<file path="config.mk">
export PLATFORM = sky130hd
export DESIGN_NAME = gosm_top
export DESIGN_NICKNAME = d
export VERILOG_FILES = /design/src/inc/gosm_pkg.sv /design/src/design/gosm_pin_sel.sv /design/src/design/gosm_top.sv
export VERILOG_INCLUDE_DIRS = /design/src /design/src/inc
export SDC_FILE = /design/constraint.sdc
export NUM_CORES = 1
export LEC_CHECK = 0
export BUFFER_PORTS_ARGS = -buffer_cell sky130_fd_sc_hd__buf_4
export CAP_MARGIN = 20
export CORE_ASPECT_RATIO = 1.25
export CORE_MARGIN = 2
export CORE_UTILIZATION = 50
export CTS_CLUSTER_DIAMETER = 30
export DETAILED_ROUTE_END_ITERATION = 10
export PLACE_DENSITY = 0.84
export SLEW_MARGIN = 0
export SYNTH_ARGS = -nofsm -noshare
export SYNTH_HDL_FRONTEND = slang
export SYNTH_SLANG_ARGS = --single-unit
export TNS_END_PERCENT = 5
</file>
<file path="constraint.sdc">
create_clock -name clk_sys_i -period 3.7 [get_ports clk_sys_i]
set_clock_uncertainty 0.2 [all_clocks]
set_input_delay 0 -clock clk_sys_i [delete_from_list [all_inputs] [get_ports clk_sys_i]]
set_output_delay 0 -clock clk_sys_i [all_outputs]
set_load 0.01 [all_outputs]
</file>
<file path="src/inc/gosm_map.svh">
`ifndef GOSM_MAP_SVH
`define GOSM_MAP_SVH
// Register offsets (byte addresses on the plain register port)
`define GOSM_PIN5_CTL_OFFSET   8'h15
`define GOSM_PIN6_CTL_OFFSET   8'h16
// Field positions inside a pin control register
`define GOSM_SEL_HI            7
`define GOSM_SEL_LO            5
`define GOSM_SRC_HI            4
`define GOSM_SRC_LO            2
`define GOSM_VAL_BIT           1
`define GOSM_EN_BIT            0
// Reset value of both pin control registers
`define GOSM_CTL_RESET         8'h00
`endif

</file>
<file path="src/inc/gosm_pkg.sv">
package gosm_pkg;
    // Source group codes
    typedef enum logic [2:0] {
        GOSM_SRC_RX0    = 3'h0,
        GOSM_SRC_RX1    = 3'h1,
        GOSM_SRC_RX2    = 3'h2,
        GOSM_SRC_RX3    = 3'h3,
        GOSM_SRC_STATUS = 3'h4,
        GOSM_SRC_RSVD   = 3'h5,
        GOSM_SRC_TX0    = 3'h6,
        GOSM_SRC_TX1    = 3'h7
    } gosm_src_t;
endpackage

</file>
<file path="src/design/gosm_pin_sel.sv">
`timescale 1ns/100ps
`include "gosm_map.svh"
// One pin's source mux; registered level and enable
module gosm_pin_sel (
    input  wire logic       clk_sys_i,      // System clock
    input  wire logic       sys_rst_i,      // Async reset, high
    input  wire logic [7:0] ctl_i,          // Pin control register
    input  wire logic [3:0] rx_gpio0_i,     // Remote GPIO 0 per rx port
    input  wire logic [3:0] rx_gpio1_i,     // Remote GPIO 1 per rx port
    input  wire logic [3:0] rx_gpio2_i,     // Remote GPIO 2 per rx port
    input  wire logic [3:0] rx_gpio3_i,     // Remote GPIO 3 per rx port
    input  wire logic [3:0] rx_lock_i,      // Lock per rx port
    input  wire logic [3:0] rx_pass_i,      // Pass per rx port
    input  wire logic [3:0] rx_fv_i,        // Frame valid per rx port
    input  wire logic [3:0] rx_lv_i,        // Line valid per rx port
    input  wire logic [7:0] stat_i,         // Device status vector, by selection
    input  wire logic [7:0] tx0_i,          // Tx port 0 vector, by selection
    input  wire logic [7:0] tx1_i,          // Tx port 1 vector, by selection
    output logic            pin_o,          // Registered pin level
    output logic            pin_oe_o        // Registered pin enable
);
    logic [2:0] sel;
    logic [2:0] src;
    logic [1:0] port;
    logic [7:0] rx_vec;
    logic       pin_next;
    logic       pin_reg;
    logic       oe_reg;

    assign sel  = ctl_i[`GOSM_SEL_HI:`GOSM_SEL_LO];
    assign src  = ctl_i[`GOSM_SRC_HI:`GOSM_SRC_LO];
    assign port = src[1:0];

    // Receive port vector, indexed by selection
    // rx selection map
    assign rx_vec = {rx_lv_i[port], rx_fv_i[port], rx_pass_i[port], rx_lock_i[port],
                     rx_gpio3_i[port], rx_gpio2_i[port], rx_gpio1_i[port], rx_gpio0_i[port]};

    // Source group decode; reserved codes give low
    always_comb begin
        case (gosm_pkg::gosm_src_t'(src))
            gosm_pkg::GOSM_SRC_RX0,
            gosm_pkg::GOSM_SRC_RX1,
            gosm_pkg::GOSM_SRC_RX2,
            gosm_pkg::GOSM_SRC_RX3:    pin_next = rx_vec[sel];
            gosm_pkg::GOSM_SRC_STATUS: pin_next = stat_i[sel];
            gosm_pkg::GOSM_SRC_TX0:    pin_next = tx0_i[sel];
            gosm_pkg::GOSM_SRC_TX1:    pin_next = tx1_i[sel];
            default:                   pin_next = 1'b0;
        endcase
    end

    // Outputs registered so the pin never glitches on a decode change
    always_ff @(posedge clk_sys_i or posedge sys_rst_i) begin
        if (sys_rst_i) begin
            pin_reg <= 1'b0;
            oe_reg  <= 1'b0;
        end else begin
            pin_reg <= pin_next;
            oe_reg  <= ctl_i[`GOSM_EN_BIT];
        end
    end

    assign pin_o    = pin_reg;
    assign pin_oe_o = oe_reg;
endmodule

</file>
<file path="src/design/gosm_top.sv">
`timescale 1ns/100ps
`include "gosm_map.svh"
module gosm_top (
    input  wire logic       clk_sys_i,      // System clock, 125 MHz
    input  wire logic       sys_rst_i,      // Async reset, high
    input  wire logic [7:0] reg_addr_i,     // Register address
    input  wire logic [7:0] reg_wdata_i,    // Write data
    input  wire logic       reg_wr_i,       // Write strobe
    input  wire logic       reg_rd_i,       // Read strobe
    output logic      [7:0] reg_rdata_o,    // Read data, cycle after strobe
    input  wire logic [3:0] rx_gpio0_i,     // Received remote GPIO 0, per port
    input  wire logic [3:0] rx_gpio1_i,     // Received remote GPIO 1, per port
    input  wire logic [3:0] rx_gpio2_i,     // Received remote GPIO 2, per port
    input  wire logic [3:0] rx_gpio3_i,     // Received remote GPIO 3, per port
    input  wire logic [3:0] rx_lock_i,      // Rx port lock
    input  wire logic [3:0] rx_pass_i,      // Rx port pass
    input  wire logic [3:0] rx_fv_i,        // Rx port frame valid
    input  wire logic [3:0] rx_lv_i,        // Rx port line valid
    input  wire logic [3:0] rx_port_en_i,   // Rx ports enabled
    input  wire logic       frame_sync_signal_i, // Frame sync level
    input  wire logic [3:0] tx0_port_map_i, // Rx ports mapped to tx 0
    input  wire logic [3:0] tx1_port_map_i, // Rx ports mapped to tx 1
    input  wire logic [1:0] tx_fv_i,        // Tx frame valid, per tx port
    input  wire logic [1:0] tx_lv_i,        // Tx line valid, per tx port
    input  wire logic [1:0] tx_sync_i,      // Tx multi-port synchronized
    input  wire logic [1:0] tx_irq_i,       // Tx port interrupt
    output logic            pin5_o,         // Pin 5 level
    output logic            pin5_oe_o,      // Pin 5 drive enable
    output logic            pin6_o,         // Pin 6 level
    output logic            pin6_oe_o       // Pin 6 drive enable
);
    logic [7:0] pin5_ctl_reg;
    logic [7:0] pin5_ctl_next;
    logic [7:0] pin6_ctl_reg;
    logic [7:0] pin6_ctl_next;
    logic [7:0] rdata_reg;
    logic [7:0] rdata_next;
    logic [3:0] gp0_s1, gp0_s2, gp1_s1, gp1_s2, gp2_s1, gp2_s2, gp3_s1, gp3_s2;
    logic [3:0] lk_s1, lk_s2, ps_s1, ps_s2, fv_s1, fv_s2, lv_s1, lv_s2;
    logic       fs_s1, fs_s2;
    logic [1:0] tfv_s1, tfv_s2, tlv_s1, tlv_s2, tsy_s1, tsy_s2, tir_s1, tir_s2;
    logic [3:0] en_s1, en_s2;                       // Enabled rx ports, synced
    logic [3:0] map0_s1, map0_s2, map1_s1, map1_s2; // Tx port maps, synced
    logic [2:0] lock_pass;                          // {pass all, lock all, lock any}
    logic [1:0] tx0_pass;                           // {OR, AND} of pass into tx 0
    logic [1:0] tx1_pass;                           // {OR, AND} of pass into tx 1
    logic [1:0] addr_hit;                           // {pin 6, pin 5} address match
    logic       pin5_val;
    logic       pin6_val;
    logic [7:0] stat5;
    logic [7:0] stat6;
    logic [7:0] tx0_vec;
    logic [7:0] tx1_vec;

    // remote GPIO levels cross in through two flops; only stage 2 is read
    always_ff @(posedge clk_sys_i or posedge sys_rst_i) begin
        if (sys_rst_i) begin
            {gp0_s1, gp0_s2, gp1_s1, gp1_s2, gp2_s1, gp2_s2, gp3_s1, gp3_s2} <= 32'h0;
        end else begin
            {gp0_s1, gp1_s1, gp2_s1, gp3_s1} <= {rx_gpio0_i, rx_gpio1_i, rx_gpio2_i, rx_gpio3_i};
            {gp0_s2, gp1_s2, gp2_s2, gp3_s2} <= {gp0_s1, gp1_s1, gp2_s1, gp3_s1};
        end
    end

    // rx port lock, pass and video timing, same two stages
    always_ff @(posedge clk_sys_i or posedge sys_rst_i) begin
        if (sys_rst_i) begin
            {lk_s1, lk_s2, ps_s1, ps_s2, fv_s1, fv_s2, lv_s1, lv_s2} <= 32'h0;
        end else begin
            {lk_s1, ps_s1, fv_s1, lv_s1} <= {rx_lock_i, rx_pass_i, rx_fv_i, rx_lv_i};
            {lk_s2, ps_s2, fv_s2, lv_s2} <= {lk_s1, ps_s1, fv_s1, lv_s1};
        end
    end

    // frame sync and port enables; enables are pins too, so they are synced as well
    always_ff @(posedge clk_sys_i or posedge sys_rst_i) begin
        if (sys_rst_i) begin
            {fs_s1, fs_s2} <= 2'h0;
            {en_s1, en_s2} <= 8'h00;
        end else begin
            fs_s1 <= frame_sync_signal_i;
            fs_s2 <= fs_s1;
            en_s1 <= rx_port_en_i;
            en_s2 <= en_s1;
        end
    end

    // tx port status and port maps; a map change may show mixed bits for one cycle
    always_ff @(posedge clk_sys_i or posedge sys_rst_i) begin
        if (sys_rst_i) begin
            {tfv_s1, tfv_s2, tlv_s1, tlv_s2, tsy_s1, tsy_s2, tir_s1, tir_s2} <= 16'h0;
            {map0_s1, map0_s2, map1_s1, map1_s2}                             <= 16'h0;
        end else begin
            {tfv_s1, tlv_s1, tsy_s1, tir_s1} <= {tx_fv_i, tx_lv_i, tx_sync_i, tx_irq_i};
            {tfv_s2, tlv_s2, tsy_s2, tir_s2} <= {tfv_s1, tlv_s1, tsy_s1, tir_s1};
            {map0_s1, map1_s1}               <= {tx0_port_map_i, tx1_port_map_i};
            {map0_s2, map1_s2}               <= {map0_s1, map1_s1};
        end
    end

    // Lock/pass combining over enabled ports; an empty set gives low
    function automatic logic [2:0] stat_comb(input logic [3:0] en,
                                             input logic [3:0] lk,
                                             input logic [3:0] ps);
        logic any;
        any = |en;
        stat_comb = {any & (&(ps | ~en)), any & (&(lk | ~en)), |(lk & en)};
    endfunction

    // Pass AND/OR over rx ports mapped to a tx port
    function automatic logic [1:0] pass_comb(input logic [3:0] map, input logic [3:0] ps);
        pass_comb = {|(ps & map), (|map) & (&(ps | ~map))};
    endfunction

    // Address decode shared by the write and read paths
    function automatic logic [1:0] reg_hit(input logic [7:0] addr);
        reg_hit = {addr == `GOSM_PIN6_CTL_OFFSET, addr == `GOSM_PIN5_CTL_OFFSET};
    endfunction

    // One decode feeds both paths, so a write and a read can never disagree on a register
    assign addr_hit = reg_hit(reg_addr_i);

    assign lock_pass = stat_comb(en_s2, lk_s2, ps_s2);
    assign stat5     = {3'h0, fs_s2, lock_pass, pin5_ctl_reg[`GOSM_VAL_BIT]};
    assign stat6     = {3'h0, fs_s2, lock_pass, pin6_ctl_reg[`GOSM_VAL_BIT]};

    // tx selection map, 110 and 111 low
    assign tx0_pass = pass_comb(map0_s2, ps_s2);
    assign tx1_pass = pass_comb(map1_s2, ps_s2);
    assign tx0_vec  = {2'h0, tir_s2[0], tsy_s2[0], tlv_s2[0], tfv_s2[0], tx0_pass};
    assign tx1_vec  = {2'h0, tir_s2[1], tsy_s2[1], tlv_s2[1], tfv_s2[1], tx1_pass};

    // Register writes and read-back; unmapped reads return zero
    always_comb begin
        pin5_ctl_next = pin5_ctl_reg;
        pin6_ctl_next = pin6_ctl_reg;
        rdata_next    = 8'h00;
        // all eight bits stored as written
        if (reg_wr_i) begin
            if (addr_hit[0]) begin
                pin5_ctl_next = reg_wdata_i;
            end
            if (addr_hit[1]) begin
                pin6_ctl_next = reg_wdata_i;
            end
        end
        if (reg_rd_i) begin
            case (addr_hit)
                2'b01:   rdata_next = pin5_ctl_reg;
                2'b10:   rdata_next = pin6_ctl_reg;
                default: rdata_next = 8'h00;
            endcase
        end
    end

    always_ff @(posedge clk_sys_i or posedge sys_rst_i) begin
        if (sys_rst_i) begin
            pin5_ctl_reg <= `GOSM_CTL_RESET;
            pin6_ctl_reg <= `GOSM_CTL_RESET;
            rdata_reg    <= 8'h00;
        end else begin
            pin5_ctl_reg <= pin5_ctl_next;
            pin6_ctl_reg <= pin6_ctl_next;
            rdata_reg    <= rdata_next;
        end
    end

    assign reg_rdata_o = rdata_reg;

    // Pin 5 mux
    gosm_pin_sel u_pin5 (
        .clk_sys_i  (clk_sys_i),
        .sys_rst_i  (sys_rst_i),
        .ctl_i      (pin5_ctl_reg),
        .rx_gpio0_i (gp0_s2),
        .rx_gpio1_i (gp1_s2),
        .rx_gpio2_i (gp2_s2),
        .rx_gpio3_i (gp3_s2),
        .rx_lock_i  (lk_s2),
        .rx_pass_i  (ps_s2),
        .rx_fv_i    (fv_s2),
        .rx_lv_i    (lv_s2),
        .stat_i     (stat5),
        .tx0_i      (tx0_vec),
        .tx1_i      (tx1_vec),
        .pin_o      (pin5_val),
        .pin_oe_o   (pin5_oe_o)
    );

    // Pin 6 mux, same structure
    // own register, own mux
    gosm_pin_sel u_pin6 (
        .clk_sys_i  (clk_sys_i),
        .sys_rst_i  (sys_rst_i),
        .ctl_i      (pin6_ctl_reg),
        .rx_gpio0_i (gp0_s2),
        .rx_gpio1_i (gp1_s2),
        .rx_gpio2_i (gp2_s2),
        .rx_gpio3_i (gp3_s2),
        .rx_lock_i  (lk_s2),
        .rx_pass_i  (ps_s2),
        .rx_fv_i    (fv_s2),
        .rx_lv_i    (lv_s2),
        .stat_i     (stat6),
        .tx0_i      (tx0_vec),
        .tx1_i      (tx1_vec),
        .pin_o      (pin6_val),
        .pin_oe_o   (pin6_oe_o)
    );

    assign pin5_o = pin5_val;
    assign pin6_o = pin6_val;
endmodule

</file>
After elaboration in Yosys (flattened, before gate mapping) --
Index checks and enable logic that the tools add are counted.
Operators by class: magnitude comparators 4, div/mod/pow operators 0, muxes and demuxes 52, add/subtract/negate cells 0, multipliers 0, reduce and logical (&&, ||, !) cells 16, shift-type cells 0, bitwise gates (word level) 14, eq/ne operators 16
Operators by type and width (count):
- $bmux W1 S2 | 16
- $reduce_or A4 Y1 | 8
- $bmux W1 S3 | 8
- $mux W1 | 24
- $eq A3 B3 Y1 const B | 6
- $eq A8 B5 Y1 const B | 2
- $or A4 B4 Y4 | 4
- $pmux W8 S2 | 1
- $reduce_and A4 Y1 | 4
- $and A4 B4 Y4 | 3
- $eq A3 B2 Y1 const B | 4
- $not A4 Y4 | 3
- $lt A3 B4 Y1 const B | 2
- $mux W8 | 1
- $pmux W1 S4 | 2
- $eq A3 B1 Y1 const B | 2
- $logic_not A3 Y1 | 2
- $lt A2 B3 Y1 const B | 2
- $and A1 B1 Y1 | 4
- $reduce_and A2 Y1 | 2
- $eq A2 B1 Y1 const B | 1
- $eq A2 B2 Y1 const B | 1
Word-level totals: word-level logic and storage cells 141, register bits 134, bits of input ports 73, latch bits 0, bits in writable memories 0, memory bits (read-only) 0, memories kept 0

Longest topological paths before layout --
Gate-level depths: netlist (run 1).
depth after elaboration 7, gate-level depth with buffers 8

By module --
From an unflattened synthesis (run 1), not the netlist that was laid out.
Unflattened totals: cells, all modules 312, area, all modules 4982.3 µm²
Modules (own cells, without submodules):
- gosm_top | cells each 216, area each 3851.2 µm², instances 1
- gosm_pin_sel | cells each 48, area each 565.5 µm², instances 2

Worst setup path after synthesis (run 1) --
No wires, ideal clock.
path kind reg2reg, start reg pin5_ctl_reg[3], end reg u_pin5.pin_reg, in the netlist u_pin5.pin_o, stages on the path, launching flop included 7, arrival time 1553 ps, setup time 137 ps, path slack 1810 ps, path through dfrtp_1 buf_4 mux4_1 mux2i_1 mux2i_1 o211ai_1 o211ai_1
On the way: cells in the longest elaborated chain, start to end 5, elaborated cells between the ends (all ways) 27, those cells by class eq/ne: 6; mux: 19; reduce/logical: 2
RTL lines:
- start: declaration | line gosm_top.sv:32 | logic [7:0] pin5_ctl_reg;
- start signal: assignment | line gosm_top.sv:158 | pin5_ctl_reg <= `GOSM_CTL_RESET;
- start signal: assignment | line gosm_top.sv:162 | pin5_ctl_reg <= pin5_ctl_next;
- $bmux W1 S2, on equally long branches | line gosm_pin_sel.sv:37, gosm_pin_sel.sv:36
- $mux W1, on equally long branches | line gosm_pin_sel.sv:37, gosm_pin_sel.sv:36
- $bmux W1 S3 | line gosm_pin_sel.sv:45 | gosm_pkg::GOSM_SRC_RX3: pin_next = rx_vec[sel];
- $mux W1 (implied by the code) | line gosm_pin_sel.sv:45
- $pmux W1 S4 * | line gosm_pin_sel.sv:41 | case (gosm_pkg::gosm_src_t'(src))
- net u_pin5.pin_next | line gosm_pin_sel.sv:26 | logic pin_next;
- end signal: assignment | line gosm_pin_sel.sv:59 | pin_reg <= pin_next;
- end: declaration | line gosm_pin_sel.sv:27 | logic pin_reg;
Mark *: on every way through the listed nets, which the timed path passes. The rest lies on a longest branch. The select of a mux whose other input is x is not followed. A chain may end at the register's enable or synchronous reset.

Worst setup path in the final report (run 1) --
start reg pin6_ctl_reg[3], end reg u_pin6.pin_reg, in the netlist u_pin6.pin_o
On the way: cells in the longest elaborated chain, start to end 5, elaborated cells between the ends (all ways) 27, those cells by class eq/ne: 6; mux: 19; reduce/logical: 2
RTL lines:
- start: declaration | line gosm_top.sv:34 | logic [7:0] pin6_ctl_reg;
- start signal: assignment | line gosm_top.sv:159 | pin6_ctl_reg <= `GOSM_CTL_RESET;
- start signal: assignment | line gosm_top.sv:163 | pin6_ctl_reg <= pin6_ctl_next;
- $bmux W1 S2, on equally long branches | line gosm_pin_sel.sv:37, gosm_pin_sel.sv:36
- $mux W1, on equally long branches | line gosm_pin_sel.sv:37, gosm_pin_sel.sv:36
- $bmux W1 S3 | line gosm_pin_sel.sv:45
- $mux W1 (implied by the code) | line gosm_pin_sel.sv:45
- $pmux W1 S4 * | line gosm_pin_sel.sv:41
- net u_pin6.pin_next | line gosm_pin_sel.sv:26
- end signal: assignment | line gosm_pin_sel.sv:59
- end: declaration | line gosm_pin_sel.sv:27
Marked as above.

==> results of run 1 <==
kinds of logic (layout without fill, tap and decap cells):
kind of cell	Yosys count	count (layout)	synth area share [%]
flip-flops	134	134	67.5
adder cells (fa/ha/maj)	2	2	0.503
AO/OA/AOI/OAI	45	45	6.70
buffers and inverters	24	194	2.37
multiplexers	53	53	16.0
AND/OR/NAND/NOR	53	53	7.02
cell type report:
class / count / area [um2]
flip-flops and latches: 134 / 3350
fillers: 591 / 2700
multi-input cells: 153 / 1500
repair buffers: 154 / 1340
clock buffers: 20 / 447
well taps: 126 / 158
clock inverters: 11 / 126
inverters: 9 / 37.5
synth_stat cells, drive strengths merged:
master / instances
or4: 1
a21oi: 3
a211o: 1
clkbuf: 5
o2bb2ai: 2
mux4: 15
nand2b: 11
o221ai: 1
dfrtp: 134
nor3b: 4
a211oi: 3
a311oi: 1
a2111oi: 2
a22oi: 8
or2: 3
o211ai: 2
inv: 9
mux2: 21
a32oi: 1
nand3: 3
and3: 1
a22o: 5
o22ai: 2
nor4: 4
nand3b: 1
nor4b: 2
and3b: 3
nand2: 2
o2111ai: 3
buf: 10
o31ai: 2
or3b: 2
nor2b: 5
mux2i: 17
a221oi: 1
ha: 2
nor2: 10
o21ai: 7
o311ai: 1
and2: 1
timing repair:
item	4_1_cts	5_1_grt
hold buffers	69	0
endpoints found under the hold margin	211	0
setup buffers	0	0
through the flow:
stage,hold slack [ps],total power [mW]
3_3_place_gp,-90.3,1.82
6_report,31.4,3.47
2_1_floorplan,-169,1.72
5_1_grt,30.3,3.60
3_5_place_dp,-89.5,1.83
4_1_cts,20.8,3.49
power by group:
group	switching [mW]	internal (mW)	total [mW]
combinational	0.0901	0.171	0.261
clock	0.599	1.01	1.61
sequential	0.0635	1.54	1.60
worst max path at each step:
stage / cells after the start / from / endpoint / slack (ps)
2_1_floorplan: 6 / pin5_ctl_reg[3]$_DFFE_PP0P_ / u_pin5.pin_o$_DFF_PP0_ / 1810
3_3_place_gp: 5 / pin6_ctl_reg[3]$_DFFE_PP0P_ / u_pin6.pin_o$_DFF_PP0_ / 1420
3_5_place_dp: 5 / pin6_ctl_reg[3]$_DFFE_PP0P_ / u_pin6.pin_o$_DFF_PP0_ / 1360
4_1_cts: 5 / pin6_ctl_reg[3]$_DFFE_PP0P_ / u_pin6.pin_o$_DFF_PP0_ / 1360
5_1_grt: 5 / pin5_ctl_reg[3]$_DFFE_PP0P_ / u_pin5.pin_o$_DFF_PP0_ / 1250
6_report: 5 / pin6_ctl_reg[3]$_DFFE_PP0P_ / u_pin6.pin_o$_DFF_PP0_ / 1390
per-layer routing:
| layer | vias up | global-route usage [%] | share of wire, % |
|---|---|---|---|
| met5 | - | 0 | 0 |
| met4 | 0 | 8.63 | 1.9 |
| met3 | 17 | 4.94 | 4.0 |
| met2 | 94 | 37.7 | 57 |
| met1 | 1600 | 24.3 | 38 |
| li1 | 1453 | - | - |
==> flow_summary.json, run 1 <==
{
  "status": "finished, final reports clean",
  "vias_per_cell": 5.21,
  "grt_max_degree": 135,
  "place_area_um2": 5700,
  "timing.final.crit_share_pct": 62.5,
  "reg2reg_from": "pin6_ctl_reg[3]$_DFFE_PP0P_",
  "dpl.cell_count": 507,
  "endpoint_kind": "flop",
  "rrSetupSlack_ps": 1390,
  "required_ps": 3780,
  "vias": 3164,
  "synth.avg_cell_area_um2": 16.0,
  "io_buffers": 84,
  "root_buffer": "clkbuf_16",
  "setup-tns-final_ps": 0,
  "worst_slew_pin_slew_ps": 781,
  "clkSinkCount": 134,
  "die_area_um2": 10800,
  "hp-class": "in -> reg",
  "dr.pass1.iters": 4,
  "area_delta_synth_final_pct": 40.1,
  "crit_slowest_cell": "dfrtp_1",
  "hp-start": "rx_lv_i[0]",
  "io_pins": 85,
  "gr-total-overflow": 0,
  "instances_no_fill": 607,
  "holdPathStages": 2,
  "dp_slack_ps": 1360,
  "nets": 544,
  "power.leakage_nw": 3.09,
  "htreeDepth": 4,
  "antenna_found_initial": 0,
  "timing.rr.end": "u_pin6.pin_o$_DFF_PP0_",
  "yosysTopAreaCellShare_pct": 67.5,
  "ys_seq_elements": 134,
  "layout_common_cells": "134 x dfrtp_1, 84 x buf_4, 69 x dlygate4sd3_1, 17 x mux2i_1, 17 x clkbuf_16",
  "syn_nets": 386,
  "yosysWarnings": 0,
  "fin_util_pct": 72.1,
  "crit_family": "flip-flops",
  "maxCapViolations": 0,
  "ctsResizeCount": 0,
  "cts_buffers": 17,
  "wl_per_cell_um": 17.0,
  "holdPathEnd": "lv_s1[0]$_DFF_PP0_",
  "cp_max_fo": 14,
  "yosysSeqAreaShare_pct": 67.5,
  "rsz0062_at_grt": "no",
  "crit_arrival_ps": 2390,
  "path_class": "reg -> reg",
  "slew_headroom_pct": 48.0,
  "die_h_um": 115,
  "syn_area_um2": 4970,
  "max_freq_mhz": 433,
  "final_common_cell": "dfrtp_1",
  "drtIter0Drc": 121,
  "chipWidth_um": 93.2,
  "place_congestion": 0.782,
  "ctsLongestPathBuffers": 2,
  "yosysTopAreaCell": "dfrtp_1",
  "fin_crit_ps": 2310,
  "track_usage_pct": 21.0,
  "worst_path_largest_cell_delay_ps": 660,
  "cp-start-kind": "flop",
  "drive_gt1_share_pct": 32.4,
  "ys_types": 47,
  "core_um2": 9660,
  "synthCells": 311,
  "finalSetupViolations": 0,
  "rr_worst_depth": 5,
  "finalMaxSlewViolations": 0,
  "path_buf_inv": 0,
  "p_per_area_nw_per_um2": 498,
  "clk_latency_ps": 410,
  "drc": 0,
  "ir_drop_uv": 514,
  "path_cells": "mux4_2 -> nor2b_1 -> a211o_1 -> a32oi_1 -> o311ai_1",
  "path_clk_slew_ps": 60,
  "wirelength_um": 10300,
  "setup_slack_ps": 1390,
  "num_antenna_cells": 0,
  "row_count": 40,
  "initial_utilization_pct": 51.5,
  "hold_viol_final": 0,
  "fin_area_um2": 6960,
  "synth_area_leaders": "dfrtp_1 67%, mux4_2 4.5%, mux2i_1 3.4%, mux2_2 2.9%, mux4_1 2.6%",
  "grt_pass1_vias": 3360,
  "cts_tree": "done",
  "dp_hpwl_um": 6120,
  "grt_pass1_wl_um": 16700,
  "antenna_left": 0
}
Note: power is estimated with default switching activity, not from simulation.
==> run 2, diff against run 1 <==
PLACE_DENSITY = 0.81   (was 0.84)
clock period = 2.3 ns   (was 3.7 ns; I/O delays follow)
==> run 2 against run 1 <==
Sequential share of layout area about the same. Design area about the same. Combinational power up 69%. Cell count up 0.66%. Core utilization about the same. Via count up 2.1%.
==> flow_summary.json, run 2 (synthesis results as in run 1) <==
{
  "clk_latency_ps": 410,
  "endpoint_kind": "flop",
  "holdPathStages": 2,
  "io_pins": 85,
  "multi_input_area_um2": 1500,
  "drc": 0,
  "hp-start": "rx_lv_i[3]",
  "dp_hpwl_um": 6340,
  "fin_area_um2": 6960,
  "cts_tree": "done",
  "cts_buffers": 17,
  "seqCellArea_um2": 3350,
  "grt_pass1_wl_um": 17200,
  "initial_utilization_pct": 51.5,
  "path_cells": "mux4_2 -> o22ai_1 -> o21ai_0 -> a32oi_1 -> o311ai_1",
  "maxCapViolations": 0,
  "vias": 3229,
  "rrSetupSlack_ps": 200,
  "gr-total-overflow": 0,
  "rr_worst_depth": 5,
  "setup-tns-final_ps": 0,
  "die_h_um": 115,
  "track_usage_pct": 21.8,
  "finalMaxSlewViolations": 0,
  "drive_gt1_share_pct": 33.3,
  "path_class": "reg -> reg",
  "timing.rr.end": "u_pin6.pin_o$_DFF_PP0_",
  "status": "finished, final reports clean",
  "vias_per_cell": 5.28,
  "clkSinkCount": 134,
  "p_per_area_nw_per_um2": 760,
  "ir_drop_uv": 567,
  "grt_max_degree": 81,
  "layout_common_cells": "133 x dfrtp_1, 87 x buf_4, 69 x dlygate4sd3_1, 17 x mux2i_1, 17 x clkbuf_16",
  "worst_path_largest_cell_delay_ps": 560,
  "htreeDepth": 4,
  "antenna_left": 0,
  "hold_viol_final": 0,
  "core_um2": 9660,
  "io_buffers": 84,
  "place_area_um2": 5760,
  "die_area_um2": 10800,
  "fin_crit_ps": 2100,
  "finalSetupViolations": 0,
  "reg2reg_from": "pin6_ctl_reg[2]$_DFFE_PP0P_",
  "ctsLongestPathBuffers": 2,
  "rsz0062_at_grt": "no",
  "required_ps": 2370,
  "chipWidth_um": 93.2,
  "dr.pass1.iters": 5,
  "grt_pass1_vias": 3579,
  "drtIter0Drc": 200,
  "cp_max_fo": 8,
  "holdPathEnd": "lv_s1[3]$_DFF_PP0_",
  "timing.final.crit_share_pct": 91.5,
  "cts_setup_buffers": 0,
  "path_buf_inv": 0,
  "place_congestion": 0.859,
  "worst_slew_pin_slew_ps": 591,
  "fillCellCount": 594,
  "power.leakage_nw": 3.10,
  "row_count": 40,
  "crit_arrival_ps": 2170,
  "wirelength_um": 10500,
  "crit_family": "compound AO/OA/AOI/OAI gates",
  "root_buffer": "clkbuf_16",
  "hp-class": "in -> reg",
  "path_clk_slew_ps": 50,
  "final_common_cell": "dfrtp_1",
  "wl_per_cell_um": 17.1,
  "crit_slowest_cell": "dfrtp_1",
  "cp-start-kind": "flop",
  "slew_headroom_pct": 60.4,
  "nets": 549,
  "antenna_found_initial": 0,
  "max_freq_mhz": 475,
  "area_delta_synth_final_pct": 40.0
}
run 2: worst max-delay path by stage:
stage,start,end,depth (start not counted)
floorplan,pin5_ctl_reg[3]$_DFFE_PP0P_,u_pin5.pin_o$_DFF_PP0_,6
global placement,pin5_ctl_reg[3]$_DFFE_PP0P_,u_pin5.pin_o$_DFF_PP0_,5
detailed placement,pin5_ctl_reg[3]$_DFFE_PP0P_,u_pin5.pin_o$_DFF_PP0_,5
CTS,pin5_ctl_reg[3]$_DFFE_PP0P_,u_pin5.pin_o$_DFF_PP0_,5
global route,pin6_ctl_reg[2]$_DFFE_PP0P_,u_pin6.pin_o$_DFF_PP0_,5
finish,pin6_ctl_reg[2]$_DFFE_PP0P_,u_pin6.pin_o$_DFF_PP0_,5
run 2: area by class of cell:
class	instances	area share, %
inverters	9	0.539
clock buffers	19	6.36
repair buffers	159	20.2
multi-input cells	153	21.6
well taps	126	2.26
clock inverters	10	0.881
flip-flops and latches	134	48.2
diodes	1	0.0360
run 2: timing repair:
item / CTS / global route
hold endpoints to repair: 211 / 0
endpoints found under the setup margin: 0 / 1
gates resized for setup: 0 / 1
hold buffers: 69 / 0
run 2: report_power, final:
group          internal [mW]  leakage [nW]  total (mW)  switching, mW
registers               2.48          1.62        2.57         0.0918
clock network           1.37         0.246        2.28          0.909
logic                  0.284          1.24       0.442          0.158
run 2: routing by layer:
metal  global-route usage, %  vias up  wire length [um]
met5                       0        -                 0
met3                    5.59       28               461
met1                    22.9     1634              3800
li1                        -     1456                 -
met2                    39.7      111              5890
met4                    12.2        0               322
run 2: metrics by stage:
stage               hold WS, ps  total power, mW  worst slack [ps]  cells  util, %
floorplan                  -169             2.77               410    311        -
global placement           -259             2.93               110    512     59.7
detailed placement         -256             2.95              77.8    512     59.7
CTS                        15.4             5.33              71.4    610     72.0
global route               25.2             5.51              58.1    610     72.0
finish                     33.7             5.29               195    611     72.1
==> run 3, diff against run 2 <==
REMOVE_ABC_BUFFERS = 1   (was default)
==> run 3 against run 2 <==
Combinational power increased by 2%. Largest cell class unchanged. Via count increased by 0.34%. Die area unchanged. Non-clock buffer count increased by 9. Routed wire length increased by 3.4%. Sequential cell count unchanged. First-iteration DRC count decreased by 6.0%. Maximum frequency decreased by 1.3%. Register-to-register slack got worse by 30 ps. Sequential share of layout area decreased by 1.1 points. Core utilization increased by 1.7 points. Highest routed layer unchanged. Design area increased by 2.3%.
==> flow_summary.json, run 3 (synthesis results as in run 1) <==
{
  "rsz0062_at_grt": "no",
  "root_buffer": "clkbuf_16",
  "cp-start-kind": "flop",
  "path_clk_slew_ps": 60,
  "ctsLongestPathBuffers": 2,
  "die_h_um": 115,
  "initial_utilization_pct": 51.5,
  "pwr-share-comb_pct": 7.8,
  "internal_power_mw": 4.60,
  "status": "finished, final reports clean",
  "fin_util_pct": 73.7,
  "nets": 558,
  "io_pins": 85,
  "vias": 3240,
  "dp_hpwl_um": 6860,
  "finalMaxSlewViolations": 0,
  "drive_gt1_share_pct": 34.2,
  "drc": 0,
  "fin_area_um2": 7120,
  "slew_headroom_pct": 58.4,
  "max_freq_mhz": 469,
  "hold_viol_final": 0,
  "wl_per_cell_um": 17.5,
  "required_ps": 2370,
  "drtIter0Drc": 188,
  "htreeDepth": 4,
  "instances_no_fill": 620,
  "core_um2": 9660,
  "antenna_left": 0,
  "p_per_area_nw_per_um2": 817,
  "ir_drop_uv": 757,
  "cts_tree": "done",
  "maxCapViolations": 0,
  "power.share.clock_pct": 48.1,
  "power.leakage_nw": 3.19,
  "worst_slew_pin_slew_ps": 624,
  "switchingPower_mw": 1.22,
  "clk_latency_ps": 420,
  "seqPwrFrac_pct": 44.2,
  "hp-class": "in -> reg",
  "chipWidth_um": 93.2,
  "grt_pass1_wl_um": 17500,
  "fin_crit_ps": 2130,
  "endpoint_kind": "flop",
  "place_area_um2": 5780,
  "gr-total-overflow": 0,
  "vias_per_cell": 5.23,
  "place_congestion": 0.851,
  "cts_setup_buffers": 0,
  "multi_input_area_um2": 1500,
  "clkSinkCount": 134,
  "wirelength_um": 10800,
  "final_common_cell": "dfrtp_1",
  "io_buffers": 84,
  "finalSetupViolations": 0,
  "dr.pass1.iters": 4,
  "layout_common_cells": "132 x dfrtp_1, 95 x buf_4, 72 x dlygate4sd3_1, 17 x mux2i_1, 17 x clkbuf_16",
  "antenna_found_initial": 0,
  "grt_pass1_vias": 3625,
  "cp_max_fo": 4,
  "grt_max_degree": 55,
  "seqCellArea_um2": 3360,
  "netSwitchingFraction_pct": 21.0,
  "num_antenna_cells": 0,
  "path_class": "reg -> reg",
  "crit_arrival_ps": 2200,
  "timing.final.crit_share_pct": 92.7,
  "dpl.cell_count": 518,
  "row_count": 40,
  "die_area_um2": 10800,
  "cts_buffers": 17,
  "setup-tns-final_ps": 0,
  "fillCellCount": 575,
  "power_mw": 5.82,
  "area_delta_synth_final_pct": 43.3,
  "track_usage_pct": 22.3
}
[run 3: cell count changes in the layout (fill, tap and decap cells not counted)]
cell,change
buf_12,-2
buf_4,+8
bufinv_16,+4
clkinv_2,-6
clkinv_4,+1
dfrtp_1,-1
dfrtp_2,+1
diode_2,-1
dlygate4sd3_1,+3
inv_4,+1
inv_6,+1
[run 3: path summary, 6_finish.rpt]
kind | start | endpoint | slack (ps) | cells past startpoint
max in group asynchronous | sys_rst_i | pin6_ctl_reg[2]$_DFFE_PP0P_ | 1170 | 4
worst min-delay path | rx_port_en_i[1] | en_s1[1]$_DFF_PP0_ | 20 | 2
worst min register to register | en_s1[2]$_DFF_PP0_ | en_s2[2]$_DFF_PP0_ | 140 | 0
worst max-delay path | ps_s2[2]$_DFF_PP0_ | u_pin6.pin_o$_DFF_PP0_ | 170 | 6
worst max register to register | ps_s2[2]$_DFF_PP0_ | u_pin6.pin_o$_DFF_PP0_ | 170 | 6
min in group asynchronous | sys_rst_i | gp0_s1[1]$_DFF_PP0_ | 30 | 3
[run 3: worst max-delay path: stages (launching register included)]
cell and delay (ps):
dfrtp_1 400, buf_4 160, mux4_2 440, nor2b_1 140, a211o_1 290, a32oi_1 220, o311ai_1 130
[run 3: layout make-up]
type	count	area share, %
well taps	126	2.21
clock buffers	19	6.22
inverters	9	0.509
clock inverters	11	2.48
flip-flops and latches	134	47.1
repair buffers	168	20.4
multi-input cells	153	21.1
[run 3: per-stage QoR]
stage	hold slack (ps)	worst slack, ps
2_1_floorplan	-169	-1480
3_3_place_gp	-90.8	189
3_5_place_dp	-89.7	67.1
4_1_cts	10.6	55.1
5_1_grt	16.5	64.6
6_report	21.6	168
[run 3: power by group through the flow]
stage | Combinational [mW] | Clock, mW | Sequential, mW
global placement | 0.344 | 0 | 2.60
detailed placement | 0.355 | 0 | 2.60
CTS | 0.452 | 2.84 | 2.57
floorplan | 0.175 | 0 | 2.58
finish | 0.453 | 2.80 | 2.57
global route | 0.491 | 2.96 | 2.58
[run 3: metal layers]
metal	wire, um	global-route usage, %
met4	232	11.6
met3	478	5.33
met1	4050	24.4
met2	6070	40.1
met5	0	0
[run 3: timing repair]
action | in CTS | in global routing
resized for setup | 0 | 2
hold buffers | 72 | 0
setup endpoints to repair | 0 | 2
hold endpoints to repair | 211 | 0
